## src/can_filter_params.svh

```systemverilog
// Purpose: Offsets, field positions, reset values for the acceptance filter block
// Assumes: APB byte addresses, one 32-bit word per register
// Notes: Definitions only
`ifndef CAN_FILTER_PARAMS_SVH
`define CAN_FILTER_PARAMS_SVH

// ==========================================================
// Register byte offsets
`define FILT_SID_OFF 12'h000
`define FILT_EID_OFF 12'h040
`define MSEL_LO_OFF 12'h080
`define MSEL_HI_OFF 12'h084
`define MASK_SID_OFF 12'h090
`define MASK_EID_OFF 12'h0a0
`define FILT_EN_OFF 12'h0b0
`define BPTR_OFF 12'h0c0
`define FULL_LO_OFF 12'h0d0
`define FULL_HI_OFF 12'h0d4
`define OVF_LO_OFF 12'h0d8
`define OVF_HI_OFF 12'h0dc
`define INT_STAT_OFF 12'h0e0
`define INT_MASK_OFF 12'h0e4

// ==========================================================
// Field positions and implemented bits
`define SID_HI 15
`define SID_LO 5
`define TYPE_BIT 3
`define SID_REG_IMPL 16'hffeb
`define FIFO_PTR 4'hf
`define INT_ACCEPT_BIT 0
`define INT_OVF_BIT 1

// ==========================================================
// Reset values
`define ID_RST 16'h0000
`define MSEL_RST 16'h0000
`define FILT_EN_RST 16'hffff
`define BPTR_RST 16'h0000
`define FLAG_RST 16'h0000
`define INT_RST 2'h0

`endif

```

## src/can_filter_pkg.sv

```systemverilog
// Purpose: Types shared by the acceptance filter block
// Assumes: Constants live in can_filter_params.svh
// Notes: Types only
`default_nettype none
package can_filter_pkg;
  typedef enum logic [1:0] {
    MASK_0 = 2'b00,
    MASK_1 = 2'b01,
    MASK_2 = 2'b10,
    MASK_RSVD = 2'b11
  } mask_src_t;
  typedef logic [15:0] reg16_t;
  typedef logic [3:0] filt_idx_t;
endpackage
`default_nettype wire

```

## src/can_acceptance_filter.sv

```systemverilog
// Purpose: CAN acceptance filtering with receive buffer full and overflow flags
// Assumes: Received identifiers arrive as a one-cycle strobe from the receiver on pclk
// Notes: Registers over APB with one wait state
//
// What this block does
// - Unmasked extended identifier bits 15-0 must equal the filter's stored bits.
// - Mask source 00/01/10 picks mask 0/1/2; 11 selects no mask; the code never lets a filter set to 11 match.
// - Sixteen two-bit mask selectors sit in two registers, filter 15 at top.
// - Standard identifier mask bit one compares that bit, zero ignores it.
// - Extended mask bits 17:16 and 15:0 likewise include or ignore bits.
// - Type mode one: message type must agree with filter's extended select bit.
// - Type mode zero: either type accepted when its identifier bits match.
// - Writing a message into buffer n sets its full flag, 32 flags.
// - Software clears full flags; software can never set them.
// - Directing a message to a still-full buffer sets its overflow flag.
// - Overflow flags reset to zero and are clear-only from software.
// - Mask standard identifier bits 4 and 2 always read zero.
// - Unmasked standard bits and extended 17:16 must match the filter.
// - Under type mode one, extended select set takes extended only, clear standard only.
// - Sixteen filter enables reset to one; only enabled filters accept.
// - Four-bit buffer pointer: 0-14 pick buffers, 1111 picks the receive FIFO.
//
// Added by the designer: the register offsets and the APB interface to the registers.
`timescale 1ns/1ps
`default_nettype none
`include "can_filter_params.svh"

module can_acceptance_filter
  import can_filter_pkg::*;
(
  // Clock and reset
  input wire logic pclk,
  input wire logic presetn,
  // APB slave
  input wire logic psel,
  input wire logic penable,
  input wire logic pwrite,
  input wire logic [11:0] paddr,
  input wire logic [31:0] pwdata,
  output logic [31:0] prdata,
  output logic pready,
  output logic pslverr,
  // Received frame from the bit-stream receiver
  input wire logic rx_valid,
  input wire logic rx_ext,
  input wire logic [10:0] rx_sid,
  input wire logic [17:0] rx_eid,
  input wire logic [4:0] fifo_slot,
  // Acceptance result
  output logic accept_q,
  output logic accept_fifo_q,
  output logic [4:0] accept_buf_q,
  output logic [3:0] accept_filter_q,
  // Interrupt
  output logic irq
);

  // ==========================================================
  // Register storage
  reg16_t filt_sid_q [16];
  reg16_t filt_eid_q [16];
  reg16_t mask_sid_q [3];
  reg16_t mask_eid_q [3];
  reg16_t bptr_q [4];
  reg16_t msel_lo_q, msel_hi_q, filt_en_q;
  logic [31:0] full_q, full_d, ovf_q, ovf_d;
  logic [1:0] int_stat_q, int_stat_d, int_mask_q;
  logic pready_q, pslverr_q, irq_q;
  logic [31:0] prdata_q;

  assign prdata = prdata_q;
  assign pready = pready_q;
  assign pslverr = pslverr_q;
  assign irq = irq_q;

  // ==========================================================
  // APB decode
  logic access, wr_en;
  logic [15:0] wr16;
  logic mapped, fixed_miss;
  logic [31:0] rd_data;
  logic [15:0] wsel_fsid, wsel_feid;
  logic [2:0] wsel_msid, wsel_meid;
  logic [3:0] wsel_bptr;

  assign access = psel & penable;
  // Writes land on the completing edge, when pready is already high
  assign wr_en = access & pready_q & pwrite & mapped;
  assign wr16 = pwdata[15:0];

  always_comb
  begin
    fixed_miss = 1'b0;
    rd_data = 32'h0000_0000;
    wsel_fsid = 16'h0000;
    wsel_feid = 16'h0000;
    wsel_msid = 3'h0;
    wsel_meid = 3'h0;
    wsel_bptr = 4'h0;
    for (int i = 0; i < 16; i++)
    begin
      if (paddr == `FILT_SID_OFF + 12'(i * 4))
      begin
        wsel_fsid[i] = 1'b1;
        rd_data = {16'h0000, filt_sid_q[i]};
      end
      if (paddr == `FILT_EID_OFF + 12'(i * 4))
      begin
        wsel_feid[i] = 1'b1;
        rd_data = {16'h0000, filt_eid_q[i]};
      end
    end
    for (int m = 0; m < 3; m++)
    begin
      if (paddr == `MASK_SID_OFF + 12'(m * 4))
      begin
        wsel_msid[m] = 1'b1;
        rd_data = {16'h0000, mask_sid_q[m] & `SID_REG_IMPL};
      end
      if (paddr == `MASK_EID_OFF + 12'(m * 4))
      begin
        wsel_meid[m] = 1'b1;
        rd_data = {16'h0000, mask_eid_q[m]};
      end
    end
    for (int b = 0; b < 4; b++)
    begin
      if (paddr == `BPTR_OFF + 12'(b * 4))
      begin
        wsel_bptr[b] = 1'b1;
        rd_data = {16'h0000, bptr_q[b]};
      end
    end
    case (paddr)
      `MSEL_LO_OFF: rd_data = {16'h0000, msel_lo_q};
      `MSEL_HI_OFF: rd_data = {16'h0000, msel_hi_q};
      `FILT_EN_OFF: rd_data = {16'h0000, filt_en_q};
      `FULL_LO_OFF: rd_data = {16'h0000, full_q[15:0]};
      `FULL_HI_OFF: rd_data = {16'h0000, full_q[31:16]};
      `OVF_LO_OFF: rd_data = {16'h0000, ovf_q[15:0]};
      `OVF_HI_OFF: rd_data = {16'h0000, ovf_q[31:16]};
      `INT_STAT_OFF: rd_data = {30'h0000_0000, int_stat_q};
      `INT_MASK_OFF: rd_data = {30'h0000_0000, int_mask_q};
      default: fixed_miss = 1'b1;
    endcase
    mapped = ~fixed_miss | (|{wsel_fsid, wsel_feid, wsel_msid, wsel_meid, wsel_bptr});
  end

  // ==========================================================
  // APB answer: one wait state, registered
  always_ff @(posedge pclk or negedge presetn)
  begin
    if (!presetn)
    begin
      pready_q <= 1'b0;
      pslverr_q <= 1'b0;
      prdata_q <= 32'h0000_0000;
    end
    else
    begin
      pready_q <= access & ~pready_q;
      pslverr_q <= access & ~pready_q & ~mapped;
      prdata_q <= (access & ~pready_q & ~pwrite) ? rd_data : 32'h0000_0000;
    end
  end

  // ==========================================================
  // Configuration registers
  always_ff @(posedge pclk or negedge presetn)
  begin
    if (!presetn)
    begin
      for (int i = 0; i < 16; i++)
      begin
        filt_sid_q[i] <= `ID_RST;
        filt_eid_q[i] <= `ID_RST;
      end
    end
    else if (wr_en)
    begin
      for (int i = 0; i < 16; i++)
      begin
        if (wsel_fsid[i]) filt_sid_q[i] <= wr16 & `SID_REG_IMPL;
        if (wsel_feid[i]) filt_eid_q[i] <= wr16;
      end
    end
  end

  always_ff @(posedge pclk or negedge presetn)
  begin
    if (!presetn)
    begin
      for (int m = 0; m < 3; m++)
      begin
        mask_sid_q[m] <= `ID_RST;
        mask_eid_q[m] <= `ID_RST;
      end
    end
    else if (wr_en)
    begin
      for (int m = 0; m < 3; m++)
      begin
        if (wsel_msid[m]) mask_sid_q[m] <= wr16 & `SID_REG_IMPL;
        if (wsel_meid[m]) mask_eid_q[m] <= wr16;
      end
    end
  end

  always_ff @(posedge pclk or negedge presetn)
  begin
    if (!presetn)
    begin
      msel_lo_q <= `MSEL_RST;
      msel_hi_q <= `MSEL_RST;
      filt_en_q <= `FILT_EN_RST;
      int_mask_q <= `INT_RST;
      for (int b = 0; b < 4; b++)
        bptr_q[b] <= `BPTR_RST;
    end
    else if (wr_en)
    begin
      if (paddr == `MSEL_LO_OFF) msel_lo_q <= wr16;
      if (paddr == `MSEL_HI_OFF) msel_hi_q <= wr16;
      if (paddr == `FILT_EN_OFF) filt_en_q <= wr16;
      if (paddr == `INT_MASK_OFF) int_mask_q <= pwdata[1:0];
      for (int b = 0; b < 4; b++)
        if (wsel_bptr[b]) bptr_q[b] <= wr16;
    end
  end

  // ==========================================================
  // Filter evaluation, all sixteen in the strobe cycle
  logic [31:0] msel_all;
  logic [63:0] bptr_all;
  logic [15:0] match;
  logic found;
  filt_idx_t win;
  logic [3:0] win_ptr;
  logic [4:0] dest;

  assign msel_all = {msel_hi_q, msel_lo_q};
  assign bptr_all = {bptr_q[3], bptr_q[2], bptr_q[1], bptr_q[0]};

  always_comb
  begin
    mask_src_t src;
    reg16_t msid, meid, fsid, feid;
    logic sid_ok, eid_ok, type_ok;
    src = MASK_0;
    msid = 16'h0000;
    meid = 16'h0000;
    fsid = 16'h0000;
    feid = 16'h0000;
    sid_ok = 1'b0;
    eid_ok = 1'b0;
    type_ok = 1'b0;
    match = 16'h0000;
    for (int i = 0; i < 16; i++)
    begin
      src = mask_src_t'(msel_all[2 * i +: 2]);
      fsid = filt_sid_q[i];
      feid = filt_eid_q[i];
      case (src)
        MASK_0: begin msid = mask_sid_q[0]; meid = mask_eid_q[0]; end
        MASK_1: begin msid = mask_sid_q[1]; meid = mask_eid_q[1]; end
        MASK_2: begin msid = mask_sid_q[2]; meid = mask_eid_q[2]; end
        default: begin msid = 16'h0000; meid = 16'h0000; end
      endcase
      sid_ok = ((rx_sid ^ fsid[`SID_HI:`SID_LO]) & msid[`SID_HI:`SID_LO]) == 11'h000;
      eid_ok = ((rx_eid[17:16] ^ fsid[1:0]) & msid[1:0]) == 2'h0
        && ((rx_eid[15:0] ^ feid) & meid) == 16'h0000;
      // Type check only when the selected mask asks for it
      type_ok = !msid[`TYPE_BIT] || (rx_ext == fsid[`TYPE_BIT]);
      match[i] = filt_en_q[i] && (src != MASK_RSVD) && type_ok
        && sid_ok && (!rx_ext || eid_ok);
    end
  end

  always_comb
  begin
    found = |match;
    win = 4'h0;
    for (int i = 15; i >= 0; i--)
      if (match[i]) win = 4'(i);
  end

  assign win_ptr = bptr_all[{win, 2'b00} +: 4];
  // FIFO hits land in the slot the buffer manager names
  assign dest = (win_ptr == `FIFO_PTR) ? fifo_slot : {1'b0, win_ptr};

  // ==========================================================
  // Full and overflow flags: hardware set wins over a software clear
  logic hit;
  logic [31:0] hit_vec, clr_full, clr_ovf;

  assign hit = rx_valid & found;
  assign hit_vec = hit ? (32'h0000_0001 << dest) : 32'h0000_0000;
  assign clr_full = {(wr_en && paddr == `FULL_HI_OFF) ? wr16 : 16'h0000,
                     (wr_en && paddr == `FULL_LO_OFF) ? wr16 : 16'h0000};
  assign clr_ovf = {(wr_en && paddr == `OVF_HI_OFF) ? wr16 : 16'h0000,
                    (wr_en && paddr == `OVF_LO_OFF) ? wr16 : 16'h0000};
  assign full_d = (full_q & ~clr_full) | hit_vec;
  assign ovf_d = (ovf_q & ~clr_ovf) | (hit_vec & full_q);

  always_ff @(posedge pclk or negedge presetn)
  begin
    if (!presetn)
    begin
      full_q <= {`FLAG_RST, `FLAG_RST};
      ovf_q <= {`FLAG_RST, `FLAG_RST};
    end
    else
    begin
      full_q <= full_d;
      ovf_q <= ovf_d;
    end
  end

  // ==========================================================
  // Acceptance report
  always_ff @(posedge pclk or negedge presetn)
  begin
    if (!presetn)
    begin
      accept_q <= 1'b0;
      accept_fifo_q <= 1'b0;
      accept_buf_q <= 5'h00;
      accept_filter_q <= 4'h0;
    end
    else
    begin
      accept_q <= hit;
      accept_fifo_q <= hit && (win_ptr == `FIFO_PTR);
      if (hit)
      begin
        accept_buf_q <= dest;
        accept_filter_q <= win;
      end
    end
  end

  // ==========================================================
  // Interrupt status, write one to clear, set wins
  logic [1:0] int_set, int_clr;

  assign int_set = {|(hit_vec & full_q), hit};
  assign int_clr = (wr_en && paddr == `INT_STAT_OFF) ? pwdata[1:0] : 2'h0;
  assign int_stat_d = (int_stat_q & ~int_clr) | int_set;

  always_ff @(posedge pclk or negedge presetn)
  begin
    if (!presetn)
    begin
      int_stat_q <= `INT_RST;
      irq_q <= 1'b0;
    end
    else
    begin
      int_stat_q <= int_stat_d;
      irq_q <= |(int_stat_d & int_mask_q);
    end
  end

endmodule
`default_nettype wire

```

## config.mk

```make
export PLATFORM = sky130hd
export DESIGN_NAME = can_acceptance_filter
export DESIGN_NICKNAME = d
export VERILOG_FILES = /design/src/can_filter_pkg.sv /design/src/can_acceptance_filter.sv
export VERILOG_INCLUDE_DIRS = /design/src
export SDC_FILE = /design/constraint.sdc
export NUM_CORES = 2
export LEC_CHECK = 0
export BUFFER_PORTS_ARGS = -buffer_cell sky130_fd_sc_hd__clkbuf_2
export CORE_MARGIN = 4
export CORE_UTILIZATION = 45
export CTS_BUF_LIST = sky130_fd_sc_hd__clkbuf_8 sky130_fd_sc_hd__clkbuf_16
export DETAILED_ROUTE_END_ITERATION = 10
export HOLD_SLACK_MARGIN = 0.15
export SLEW_MARGIN = 20
export SYNTH_ARGS = -nofsm -noshare
export SYNTH_HDL_FRONTEND = slang
export SYNTH_SLANG_ARGS = --single-unit
```

## constraint.sdc

```tcl
create_clock -name pclk -period 5.56 [get_ports pclk]
set_input_delay 0.278 -clock pclk [delete_from_list [all_inputs] [get_ports pclk]]
set_output_delay 0.278 -clock pclk [all_outputs]
set_load 0.02 [all_outputs]
```

==> key figures <==
Layout
  – Share of layout cells above drive strength 1: 41.4%
  – Fillers: 10,987
  – Area grow syn2layout: 32.7%
  – Util after Layout: 60.2%
  – Post-route cell area: 75,800 um^2
  – Post-layout net count: 7,145

STA
  – RSZ-0062 raised after global routing: true
  – Worst setup margin: -239 ps
  – Worst Skew: 54.5 ps
  – Period utilization: 104%
  – Setup Viol. Count Final: 15
  – Slew margin rel.: 18.4%
  – Slew Limit Fails: 0
  – Fmax achieved: 0.172 GHz
  – Hold Fails Final Rpt: 0
  – Slew @ Worst Pin: 1220 ps
  – Fin crit period: 5800 ps
  – Hold slack final: 256 ps
  – Setup TNS: -974 ps

Detailed routing
  – Residual DRC: 0
  – Detailed Route WL: 358,000 um
  – Starting DRT DRC Count: 10,533
  – DR vias: 61,955
  – Drt via density: 7.03
  – Pre-Repair DR Iteration Count: 7
  – DR WL/cell: 40.6 um
  – Final antenna-violating net count: 0

Floorplan
  – Die area: 133,000 um^2
  – Die height: 364 um
  – Initial Util: 45.4%
  – Die Wd: 364 um
  – Core Region: 126,000 um^2
  – # IOs: 131
  – Core Rows: 130

Placed design
  – Placed cell area: 70,900 um^2
  – DP HPWL: 269,000 um
  – GPL Wtd Cong: 1.12
  – PortBufs: 98

Yosys
  – Top cell type's share of synthesized area: 33.5%
  – Synthesized area: 57,100 um^2
  – Yosys cell types: 102
  – Seq cells post-synth: 780
  – Average cell area after synthesis: 9.69 um^2
  – Post-synthesis cell count: 5,895
  – Synth area leader: dfrtp_1
  – Top cells by area, synth: dfrtp_1 33%, mux2_2 18%, xnor2_1 5.9%
  – EDFF count, synth: 0
  – Most used DFF post-synth: dfrtp_1
  – Seq/Total Area, Yosys: 34.2%
  – Async SR Flop Fraction: 100%
  – Synth Warn #: 0

Worst hold path
  – Hold Crit Class: in2reg

Power
  – Internal power: 9.92 mW
  – Max VDD drop: 0.275 mV
  – Comb pwr share: 9.2%
  – Reg power frac: 41.8%
  – Clock power frac: 49.0%
  – Sw frac: 27.0%
  – Sw power: 3.66 mW
  – Final Power: 13.6 mW
  – PwrDens: 179 nW/um^2
  – Leak: 33.6 nW

CTS
  – H-tree Lvls: 3
  – Worst skew pair latency: 760 ps
  – Clk root buf: clkbuf_16
  – Sinks on Clock Net: 780
  – Clock Path Buffers: 3
  – Total CTS buffers: 90
  – Worst-path clk slew: 70 ps
  – CTS tree: done

Critical path
  – Crit path required time: 6170 ps
  – Crit-path max cell delay: 480 ps
  – Highest fanout seen on the critical path: 21
  – Worst setup SP type: flop
  – Critical path class: reg2reg
  – Most used cell, CP: buf_4
  – Critical path arrival: 6410 ps
  – Slowest CP cell: dfrtp_2
  – Cell chain of the critical path: buf_12, buf_16, nor2b_2, nand2_1, o21ai_0, a222oi_1, nand4_1, buf_4, a211o_4, buf_6, o211a_4, o21ai_4, buf_12, buf_4, mux4_2, nand2_1, o22ai_4, buf_4, o2111a_1, or2_4, a221o_1, a211o_1, nor4_4, o211ai_1
  – Worst Setup End Kind: flop

Global routing
  – Number of global-route vias before repair: 58,482
  – Total GRT Usage: 52.3%
  – Grt total ovfl: 0
  – Initial antenna violation count: 40
  – First-pass GRT wire length: 482,000 um
  – Pin count of the biggest net entering global routing: 146

Job
  – Max-cap violation count: 0

Outcome
  – Failing checks: negative setup slack
  – Status: finished, violations left
-- worst paths after layout --
kind	start	endpoint	slack (ps)	cells after the start
setup / recovery	msel_hi_q[2]$_DFFE_PN0P_	irq$_DFF_PN0_	-240	24
hold / removal	fifo_slot[4]	full_q[29]$_DFF_PN0_	260	6
setup reg to reg	msel_hi_q[2]$_DFFE_PN0P_	irq$_DFF_PN0_	-240	24
hold reg to reg	ovf_q[8]$_DFF_PN0_	ovf_q[8]$_DFF_PN0_	470	2
max in group asynchronous	presetn	filt_eid_q[183]$_DFFE_PN0P_	3270	4
min in group asynchronous	presetn	filt_eid_q[177]$_DFFE_PN0P_	680	3
-- cells by family (layout without fill, tap and decap cells) --
| logic type | Yosys count | in the layout | synth area share, % |
|---|---|---|---|
| multiplexers | 1189 | 1189 | 23.1 |
| AO/OA/AOI/OAI | 1505 | 1505 | 18.4 |
| AND/OR/NAND/NOR | 1284 | 1285 | 11.8 |
| flip-flops | 780 | 780 | 34.2 |
| XOR/XNOR | 480 | 480 | 7.38 |
| other | 1 | 48 | 0.00657 |
| buffers and inverters | 656 | 1879 | 5.13 |
-- state kept, by name (all words and copies together), names as in the netlist --
name and cells:
ovf_q 32, prdata 16, pready 1, mask_sid_q 42, int_stat_q 2, pslverr 1, filt_eid_q 256, msel_hi_q 16
msel_lo_q 16, bptr_all 64, full_q 32, mask_eid_q 48, filt_en_q 16, accept_q 1, accept_buf_q 5, accept_filter_q 4
irq 1, accept_fifo_q 1, filt_sid_q 224, int_mask_q 2
-- routing by layer --
layer	global-route usage, %	vias to the layer above	share of wire (%)
met5	1.09	-	0.10
met3	25.0	1606	16
li1	-	24226	-
met2	68.9	5618	38
met4	36.2	24	8.8
met1	66.5	30481	37
-- cells in the mapped netlist (40+ instances only) --
cell type	instances
nor4_1	69
buf_1	42
inv_1	43
mux2_2	935
xor2_1	95
a221oi_1	67
dfrtp_1	764
nor2_1	172
a21oi_1	441
o2bb2ai_1	60
a22oi_1	160
o221ai_1	48
buf_2	132
o22ai_1	74
clkbuf_1	381
nand4_1	51
a211oi_1	67
a222oi_1	59
nor2b_1	88
nand2_1	345
a22o_1	40
o21ai_0	142
xnor2_1	384
mux2i_1	215
nand3_1	72
nand2b_1	346
a2111oi_0	65
-- timing repair --
action	4_1_cts	5_1_grt
hold endpoints to repair	182	0
buffers inserted	19	25
pin swaps	13	32
endpoints found under the setup margin	69	76
hold buffers	14	0
gates resized for setup	83	163
gates cloned	1	2
-- final cells by class --
type / instances / area (um^2) / share of cell area, %
tap: 1650 / 2060 / 2.72
antenna: 32 / 80.1 / 0.106
sequential: 780 / 19600 / 25.8
clock inverter: 57 / 709 / 0.936
inverter: 43 / 161 / 0.213
clock buffer: 109 / 2520 / 3.33
multi-input combinational: 4475 / 35700 / 47.0
timing repair buffer: 1670 / 15000 / 19.8
-- power groups by stage --
stage                     Combinational [mW]  Sequential (mW)  Clock, mW
final                                   1.25             5.68       6.65
after global routing                    1.26             5.68       6.86
after CTS                               1.18             5.68       6.62
after detailed placement                1.16             5.78          0
after global placement                  1.16             5.78          0
after floorplan                        0.444             5.79          0
-- per-stage QoR --
stage | worst slack (ps) | instances
floorplan | 602 | 5910
global placement | -839 | 8560
detailed placement | -856 | 8560
CTS | -95.2 | 8759
global route | -326 | 8787
finish | -239 | 8816
-- worst max-delay path: cells and delay by family, from the launching register on --
kind / cells / cell delay (ps)
compound gates: 10 / 2310
buf+inv: 7 / 1230
flops: 1 / 480
mux: 1 / 480
simple gates: 6 / 1160
-- cell usage in the layout (no fill, tap or decap), drive strengths merged, types with 40 or more instances in the layout --
cell type     n
dfrtp       764
nor4         73
nand3        72
o21ai       154
nor2b        88
a2111oi      66
a21oi       441
o22ai        75
mux2        970
inv          63
nor3         40
a222oi       59
mux2i       215
nand4        51
a221oi       67
buf        1558
xnor2       385
a211oi       69
nor2        173
nand2b      347
clkbuf      207
xor2         95
a22oi       160
o221ai       49
nand2       347
o2bb2ai      60
a22o         40
Power figures use the tool's default switching activity.
